--- src/shared/alarm_irq_pkg.sv ---
package alarm_irq_pkg;
	// Register offsets within one channel's byte-wide register space.
	localparam logic [11:0] STATUS_ADDR = 12'hB02;
	localparam logic [11:0] ENABLE_ADDR = 12'hB03;
	localparam logic [7:0] ENABLE_RESET = 8'h00;
	localparam logic [7:0] STATUS_RESET = 8'h00;
	// Writable enable bits: 3..0; bit 4 and 7..5 hold no state.
	localparam logic [7:0] ENABLE_MASK = 8'h0F;
	localparam int CODE_VIOL_BIT = 3;
	localparam int FRAME_LOSS_BIT = 2;
	localparam int ALL_ONES_BIT = 1;
	localparam int REMOTE_ALARM_BIT = 0;
endpackage

--- src/verilog/t1_alarm_error_irq_enable.sv ---
// Operation
// RULE_01 - Bits 7..5 unused in T1, read zero.
// RULE_02 - Software writes zero to bit 4.
// RULE_03 - Bit 3 enables line code violation interrupt.
// RULE_04 - Bit 2 enables interrupt on frame-loss declare.
// RULE_05 - Bit 2 also covers frame-loss clear.
// RULE_06 - Bit 1 enables all-ones alarm change interrupt.
// RULE_07 - Bit 0 enables remote alarm change interrupt.
// RULE_08 - Status flags latch, clear on status read.
// RULE_09 - Interrupt is OR of enabled latched flags.
`timescale 1ns/1ns
`default_nettype none
module t1_alarm_error_irq_enable (
	input wire logic sys_clk_in,
	input wire logic resetn_in,
	input wire logic [11:0] reg_addr_in,
	input wire logic [7:0] reg_wdata_in,
	input wire logic reg_wr_in,
	input wire logic reg_rd_in,
	output logic [7:0] reg_rdata_out,
	input wire logic line_code_violation_in,
	input wire logic frame_loss_state_in,
	input wire logic all_ones_alarm_state_in,
	input wire logic remote_alarm_state_in,
	output logic irq_out
);
	logic [3:0] enable_q, enable_d;
	logic [3:0] status_q, status_d;
	logic [2:0] state_q, state_d;
	logic [7:0] rdata_q, rdata_d;
	logic [3:0] event_w;
	logic status_rd_w;
	logic status_wr_w;
	logic enable_wr_w;

	// Address decode is shared by next-state logic and checks, so it lives here once.
	function automatic logic hits_enable(input logic [11:0] addr);
		return addr == alarm_irq_pkg::ENABLE_ADDR;
	endfunction

	function automatic logic hits_status(input logic [11:0] addr);
		return addr == alarm_irq_pkg::STATUS_ADDR;
	endfunction

	// Only the low nibble of a written byte carries enables or clear requests.
	function automatic logic [3:0] low_nibble(input logic [7:0] data);
		return data[3:0];
	endfunction

	// Alarm changes are edges in either direction of the defect states.
	// The stored copy resets low, so an alarm already up at release is reported once.
	always_comb begin
		state_d = {frame_loss_state_in, all_ones_alarm_state_in, remote_alarm_state_in};
		event_w[alarm_irq_pkg::CODE_VIOL_BIT] = line_code_violation_in;
		event_w[alarm_irq_pkg::FRAME_LOSS_BIT] = state_d[2] ^ state_q[2]; // RULE_04 RULE_05
		event_w[alarm_irq_pkg::ALL_ONES_BIT] = state_d[1] ^ state_q[1];
		event_w[alarm_irq_pkg::REMOTE_ALARM_BIT] = state_d[0] ^ state_q[0];
	end

	always_comb begin
		status_rd_w = reg_rd_in && hits_status(reg_addr_in);
		status_wr_w = reg_wr_in && hits_status(reg_addr_in);
		enable_wr_w = reg_wr_in && hits_enable(reg_addr_in);
		enable_d = enable_q;
		if (enable_wr_w) begin
			// Bit 4 and the E1-only bits are not stored, so they always read back as zero.
			enable_d = low_nibble(reg_wdata_in); // RULE_01 RULE_03 RULE_06 RULE_07
		end
		status_d = status_q;
		if (status_rd_w) begin
			status_d = 4'h0; // RULE_08
		end
		if (status_wr_w) begin
			status_d = status_d & ~low_nibble(reg_wdata_in);
		end
		// A new event in the clearing cycle is kept so it is never lost.
		status_d = status_d | event_w; // RULE_08
		rdata_d = 8'h00;
		if (reg_rd_in) begin
			if (hits_enable(reg_addr_in)) begin
				rdata_d = {4'h0, enable_q}; // RULE_01
			end else if (hits_status(reg_addr_in)) begin
				rdata_d = {4'h0, status_q};
			end
		end
	end

	// Each group of state has its own register process; all share the one reset.
	always_ff @(posedge sys_clk_in or negedge resetn_in) begin
		if (!resetn_in) begin
			enable_q <= alarm_irq_pkg::ENABLE_RESET[3:0];
		end else begin
			enable_q <= enable_d;
		end
	end

	always_ff @(posedge sys_clk_in or negedge resetn_in) begin
		if (!resetn_in) begin
			status_q <= alarm_irq_pkg::STATUS_RESET[3:0];
		end else begin
			status_q <= status_d;
		end
	end

	always_ff @(posedge sys_clk_in or negedge resetn_in) begin
		if (!resetn_in) begin
			state_q <= 3'h0;
		end else begin
			state_q <= state_d;
		end
	end

	always_ff @(posedge sys_clk_in or negedge resetn_in) begin
		if (!resetn_in) begin
			rdata_q <= 8'h00;
		end else begin
			rdata_q <= rdata_d;
		end
	end

	assign reg_rdata_out = rdata_q;
	// Registered flags and enables only, so the request line carries no decode glitches.
	assign irq_out = |(status_q & enable_q); // RULE_09

	// The checks below watch only what this block drives or decodes.
	chk_irq_from_flags: assert property (@(posedge sys_clk_in) disable iff (!resetn_in) // RULE_09
		irq_out == |(status_q & enable_q))
		else $error("interrupt not OR of enabled flags");

	chk_lcv_latches: assert property (@(posedge sys_clk_in) disable iff (!resetn_in) // RULE_03
		line_code_violation_in |=> status_q[3])
		else $error("line code violation flag not latched");

	chk_oof_edges: assert property (@(posedge sys_clk_in) disable iff (!resetn_in) // RULE_05
		(frame_loss_state_in != state_q[2]) |=> status_q[2])
		else $error("frame loss change not latched");

	chk_ais_edges: assert property (@(posedge sys_clk_in) disable iff (!resetn_in) // RULE_06
		(all_ones_alarm_state_in != state_q[1]) |=> status_q[1])
		else $error("all-ones change not latched");

	chk_yel_edges: assert property (@(posedge sys_clk_in) disable iff (!resetn_in) // RULE_07
		(remote_alarm_state_in != state_q[0]) |=> status_q[0])
		else $error("remote alarm change not latched");

	chk_read_clears: assert property (@(posedge sys_clk_in) disable iff (!resetn_in) // RULE_08
		(status_rd_w && event_w == 4'h0) |=> status_q == 4'h0)
		else $error("status read did not clear flags");

	chk_read_data: assert property (@(posedge sys_clk_in) disable iff (!resetn_in) // RULE_08
		status_rd_w |=> reg_rdata_out == {4'h0, $past(status_q)})
		else $error("status read data wrong");

	chk_enable_store: assert property (@(posedge sys_clk_in) disable iff (!resetn_in) // RULE_03
		enable_wr_w |=> enable_q == $past(reg_wdata_in[3:0]))
		else $error("enable write not stored");

	chk_upper_zero: assert property (@(posedge sys_clk_in) disable iff (!resetn_in) // RULE_01
		reg_rdata_out[7:4] == 4'h0)
		else $error("reserved bits not zero");

	chk_masked_quiet: assert property (@(posedge sys_clk_in) disable iff (!resetn_in) // RULE_04
		(enable_q == 4'h0) |-> !irq_out)
		else $error("interrupt with all enables clear");

	chk_w1c_clears: assert property (@(posedge sys_clk_in) disable iff (!resetn_in) // RULE_08
		(status_wr_w && event_w == 4'h0) |=> (status_q & $past(reg_wdata_in[3:0])) == 4'h0)
		else $error("written ones did not clear flags");

	chk_set_wins: assert property (@(posedge sys_clk_in) disable iff (!resetn_in) // RULE_08
		(status_rd_w && event_w != 4'h0) |=> status_q == $past(event_w))
		else $error("event lost in clearing cycle");

	chk_flags_sticky: assert property (@(posedge sys_clk_in) disable iff (!resetn_in) // RULE_08
		(!status_rd_w && !status_wr_w) |=> (status_q & $past(status_q)) == $past(status_q))
		else $error("flag dropped without clear");

	chk_no_spurious: assert property (@(posedge sys_clk_in) disable iff (!resetn_in) // RULE_08
		(!status_rd_w && !status_wr_w && event_w == 4'h0) |=> $stable(status_q))
		else $error("flag set without event");

	chk_enable_holds: assert property (@(posedge sys_clk_in) disable iff (!resetn_in) // RULE_03
		!enable_wr_w |=> $stable(enable_q))
		else $error("enable changed without write");

	chk_state_tracks: assert property (@(posedge sys_clk_in) disable iff (!resetn_in) // RULE_05
		1'b1 |=> state_q == $past(state_d))
		else $error("stored alarm state stale");

	chk_enable_readback: assert property (@(posedge sys_clk_in) disable iff (!resetn_in) // RULE_03
		(reg_rd_in && hits_enable(reg_addr_in)) |=> reg_rdata_out == {4'h0, $past(enable_q)})
		else $error("enable read data wrong");

	chk_unmapped_zero: assert property (@(posedge sys_clk_in) disable iff (!resetn_in) // RULE_01
		(reg_rd_in && !hits_enable(reg_addr_in) && !hits_status(reg_addr_in))
		|=> reg_rdata_out == 8'h00)
		else $error("unmapped read not zero");

	chk_lcv_gated: assert property (@(posedge sys_clk_in) disable iff (!resetn_in) // RULE_03
		(status_q[3] && enable_q[3]) |-> irq_out)
		else $error("enabled violation flag without interrupt");

	chk_oof_gated: assert property (@(posedge sys_clk_in) disable iff (!resetn_in) // RULE_04
		(status_q[2] && enable_q[2]) |-> irq_out)
		else $error("enabled frame loss flag without interrupt");

	chk_ais_gated: assert property (@(posedge sys_clk_in) disable iff (!resetn_in) // RULE_06
		(status_q[1] && enable_q[1]) |-> irq_out)
		else $error("enabled all-ones flag without interrupt");

	chk_yel_gated: assert property (@(posedge sys_clk_in) disable iff (!resetn_in) // RULE_07
		(status_q[0] && enable_q[0]) |-> irq_out)
		else $error("enabled remote alarm flag without interrupt");

	chk_irq_drops: assert property (@(posedge sys_clk_in) disable iff (!resetn_in) // RULE_09
		(status_rd_w && event_w == 4'h0) |=> !irq_out)
		else $error("interrupt held after flags cleared");

	cov_irq_raise: cover property (@(posedge sys_clk_in) disable iff (!resetn_in) $rose(irq_out));
	cov_irq_drop: cover property (@(posedge sys_clk_in) disable iff (!resetn_in) $fell(irq_out));
	cov_set_on_read: cover property (@(posedge sys_clk_in) disable iff (!resetn_in)
		status_rd_w && event_w != 4'h0);
	cov_w1c: cover property (@(posedge sys_clk_in) disable iff (!resetn_in)
		status_wr_w && status_q != 4'h0);
	cov_frame_loss_clear: cover property (@(posedge sys_clk_in) disable iff (!resetn_in)
		$fell(frame_loss_state_in) && enable_q[2]);
endmodule
`default_nettype wire

--- config.mk ---
export PLATFORM = sky130hd
export DESIGN_NAME = t1_alarm_error_irq_enable
export DESIGN_NICKNAME = d
export VERILOG_FILES = /design/src/shared/alarm_irq_pkg.sv /design/src/verilog/t1_alarm_error_irq_enable.sv
export SDC_FILE = /design/constraint.sdc
export NUM_CORES = 1
export LEC_CHECK = 0
export ABC_AREA = 1
export BUFFER_PORTS_ARGS = -buffer_cell sky130_fd_sc_hd__buf_2
export CAP_MARGIN = 25
export CORE_AREA = 2 2 55 57
export CTS_CLUSTER_DIAMETER = 80
export CTS_CLUSTER_SIZE = 20
export DETAILED_ROUTE_END_ITERATION = 10
export DIE_AREA = 0 0 57 59
export GPL_TIMING_DRIVEN = 0
export SLEW_MARGIN = 25
export SYNTH_ARGS = -nofsm -noshare
export SYNTH_HDL_FRONTEND = slang
export SYNTH_SLANG_ARGS = --single-unit
export TNS_END_PERCENT = 20
--- constraint.sdc ---
create_clock -name sys_clk_in -period 1 [get_ports sys_clk_in]
set_input_delay 0.1 -clock sys_clk_in [delete_from_list [all_inputs] [get_ports sys_clk_in]]
set_output_delay 0.1 -clock sys_clk_in [all_outputs]
set_load 0.1 [all_outputs]
### Yosys cells after proc, flatten, opt, wreduce, memory -nomap -nowiden

Cells that the tools add are included.

| storage, ports and cells | value |
|---|---|
| register bits after elaboration | 19 |
| output and inout bits | 9 |

| operators by class | value |
|---|---|
| muxes and demuxes | 5 |
| bitwise operators | 7 |
| reductions and logical operators | 4 |
| equal/unequal tests | 2 |

Operators by type and width:

| operator | number |
|---|---|
| == test 12 bit, second input constant | 2 |
| two-way mux 4 bit | 4 |
| AND 4 bit | 2 |
| two-way mux 8 bit | 1 |
| inverter 4 bit | 1 |
| bitwise OR 4 bit | 1 |
| OR reduction 4 bit | 1 |
| logical AND 1 bit | 3 |
| XOR 1 bit | 3 |

### Depth between registers and ports, before layout

| depth | value |
|---|---|
| depth after elaboration | 6 |
| depth in mapped cells | 8 |
| depth with buffers taken out | 8 |

### Worst setup path before layout

OpenSTA, ideal clock, no wires.

| timing path | value |
|---|---|
| path kind | flip-flop to output port |
| from | register enable_q[0] |
| to | output port irq_out |
| data arrival time | 1334 ps |
| buffers on the path | 0 |
| path slack | -434 ps |
| cell stages (with the launch flop) | 3 |
| path through | dfrtp_1 -> nand2_1 -> nand4_1 |

| between the ends | value |
|---|---|
| word-level cells in the longest chain between the ends | 2 |

RTL lines:

| element | line | source |
|---|---|---|
| start, declared | t1_alarm_error_irq_enable.sv:27 | `logic [3:0] enable_q, enable_d;` |
| start signal, assigned | t1_alarm_error_irq_enable.sv:91 | `enable_q <= alarm_irq_pkg::ENABLE_RESET[3:0];` |
| start signal, assigned | t1_alarm_error_irq_enable.sv:93 | `enable_q <= enable_d;` |
| AND 4 bit | t1_alarm_error_irq_enable.sv:123 | `assign irq_out = \|(status_q & enable_q);` |
| OR reduction 4 bit | t1_alarm_error_irq_enable.sv:123 |  |
| end, declared | t1_alarm_error_irq_enable.sv:25 | `output logic irq_out` |

No other way between the ends.

### Worst setup path after layout

Ends and elaborated chain as after synthesis.

==> results.txt <==
Worst-case clock skew = 2.93 ps
Place WS = -55.0 ps
Main flop type after synthesis = dfrtp_1
DPL Wire Length = 1270 µm
Reg area = 375 µm²
Finished Layout Cells = 170
Top Ports = 37
Crit Path Category = flip-flop to output pin
Post-synthesis adder-cell area fraction = 0%
Vias = 710
Mapped Cells = 92
Reg2Reg Capture Point = status_q[0]
Initial core utilization = 29.3%
Antenna violations before repair = 0
Commonest cells post-synth = nand2_1, dfrtp_1, inv_1
Count leader, synth = nand2_1
Die width = 57 µm
Clk buf depth = 2
Die Span Y = 59 µm
CTS buffer count = 3
Routed len/inst = 9.68 µm
Critical R2R Launch = status_q[0]
Via-to-Cell Ratio = 4.18
Status = finished with violations
First-pass GRT wire length = 2880 µm
Avg Cell Area, Syn = 8.64 µm²
Clock root buffer = clkbuf_4
Hold Fails Final Rpt = 0
Met3 Resource Use GR = 3.93%
Core ar. = 0.00271 mm²
Synth unique cells = 18
CP required = 900 ps
Post-synth ARST share = 100%
Worst hold margin = 13.9 ps
Worst setup EP type = output pin
Final TNS setup = -197 ps
Antenna Cells = 0
Final ANT Viol Nets = 0
Nets = 168
Clk_lat worst skew = 280 ps
CTS clk-pin slew, worst paths = 80 ps
Filler cell count in the final layout = 280
Yosys top cell area share = 47.2%
Full die area = 0.00336 mm²
#FFs+latches synth = 15
Failing checks = setup timing
GR peak layer = met2
Vias in the first global route = 724
Fin. max-slew vios = 0
TritonRoute pass-1 iters = 4
Startpoint type of the worst setup path = flip-flop
Max IR drop VDD = 0.00103 V
Clock sink count = 15
Class of the worst hold path = input pin to flip-flop
DP Area = 985 µm²
Multiplexer area fraction after synthesis = 0%
CTS tree = yes
Final Setup Violations = 1
Final wirelength = 1650 µm
Fraction of synthesized cell area in xor and xnor cells = 3.31%
Rows = 19
Residual DRC = 0
Cells on worst reg2reg path = 3
Worst setup endpoint = irq_out
Cell Pwr Density = 1020 mW/mm²
Crit path time final = 1200 ps
Area contributors post-synth = dfrtp_1, nand2_1, inv_1
Drt initial violations = 5
Grt ovf = 0
Crit path max fanout = 2
Area delta synth->final = 44.3%
Finished Cell Area = 0.00115 mm²
Post-synthesis sequential area ratio = 47.2%
Global placer's final weighted congestion = 0.830
Number of port buffers = 28
Post-Syn Area = 795 µm²
EDFF count, synth = 0
Fmax = 835 MHz
Critical Path AT = 1100 ps
Max cap viols = 0
H-tree Lvls = 1
Pin count of the biggest net entering global routing = 16
Largest family of logic cells by synthesized area = simple AND/OR/NAND/NOR gates
Tcrit/Tclk final = 120%
Post-Place Cells = 154
Simple logic cell fraction of the synthesized area = 36.1%
Multi-input logic area = 348 µm²
Post-synth top area cell = dfrtp_1
Synth Warn # = 0
Reg2reg setup slack = 230 ps
GR Util met2 = 20.2%
Setup crit start = enable_q[0]
RSZ-0062 raised after global routing = true
Setup WS post-layout = -197 ps
Static Leak = 0.605 nW
Compound-Gate Fraction of Synth Area = 2.52%
Met1 Track Usage GR = 12.9%
Layout cell share with drive strength beyond 1 = 40.3%
Total Routing Usage GR = 10.9%
## metrics by stage
step	util, %	power [mW]
after floorplan	-	0.757
after global routing	42.3	1.22
after CTS	41.9	1.18
final	42.3	1.16
after detailed placement	36.3	0.832
after global placement	36.3	0.827
## power by group
group | switching [mW] | internal [mW]
Combinational | 0.141 | 0.0757
Clock | 0.176 | 0.155
Sequential | 0.00307 | 0.613
## cells by family after synthesis
logic type             Yosys count
AO/OA/AOI/OAI                    4
XOR/XNOR                         3
buffers and inverters           18
flip-flops                      15
other                            1
AND/OR/NAND/NOR                 51
## final cells by class
cell class                      count  area share [%]
Inverter                           14            4.59
Sequential cell                    15            32.8
Tap cell                           31            3.38
Buffer                              4            2.62
Clock buffer                        4            2.29
Timing Repair Buffer               40            24.0
Multi-Input combinational cell     62            30.3
## sequential cells by signal, indices dropped and copies added (netlist names)
name,flops
status_q,4
enable_q,4
state_q,3
reg_rdata_out,4
## repair_timing
item	4_1_cts	5_1_grt
setup buffers	8	0
gates resized for setup	8	3
hold buffers	4	0
endpoints found under the setup margin	5	4
endpoints found under the hold margin	18	0
pin swaps	2	2
## metal layers
| layer | share of wire [%] | wire [µm] |
|---|---|---|
| met1 | 42 | 684 |
| met3 | 7.0 | 116 |
| met5 | 0 | 0 |
| met4 | 0 | 0 |
| met2 | 51 | 845 |
## worst max-delay path, stage by stage (launching register included)
cell	delay [ps]
dfrtp_1	390
nand2_1	70
nand4_1	140
buf_8	210
## how the worst min path moves through the flow
stage	from	end	slack (ps)	cells past startpoint
final	line_code_violation_in	status_q[3]	10	3
after global routing	line_code_violation_in	status_q[3]	20	3
after CTS	line_code_violation_in	status_q[3]	10	3
after floorplan	resetn_in	enable_q[0]	-200	0
after global placement	resetn_in	reg_rdata_out[0]	10	1
after detailed placement	resetn_in	reg_rdata_out[3]	20	1
## cells in the final DEF (no fill, tap or decap)
master,instances
buf_2,23
buf_4,12
buf_6,4
buf_8,1
clkbuf_1,1
clkbuf_4,3
conb_1,4
dfrtp_1,15
dlygate4sd3_1,4
inv_1,12
inv_2,2
nand2_1,29
nand2_2,2
nand3_1,4
nand3_2,1
nand3_4,1
nand4_1,5
nand4_4,1
nor2_1,2
nor2_2,3
nor2_4,2
nor3_4,1
o21ai_1,4
xnor2_1,3
Power figures use the tool's default switching activity.
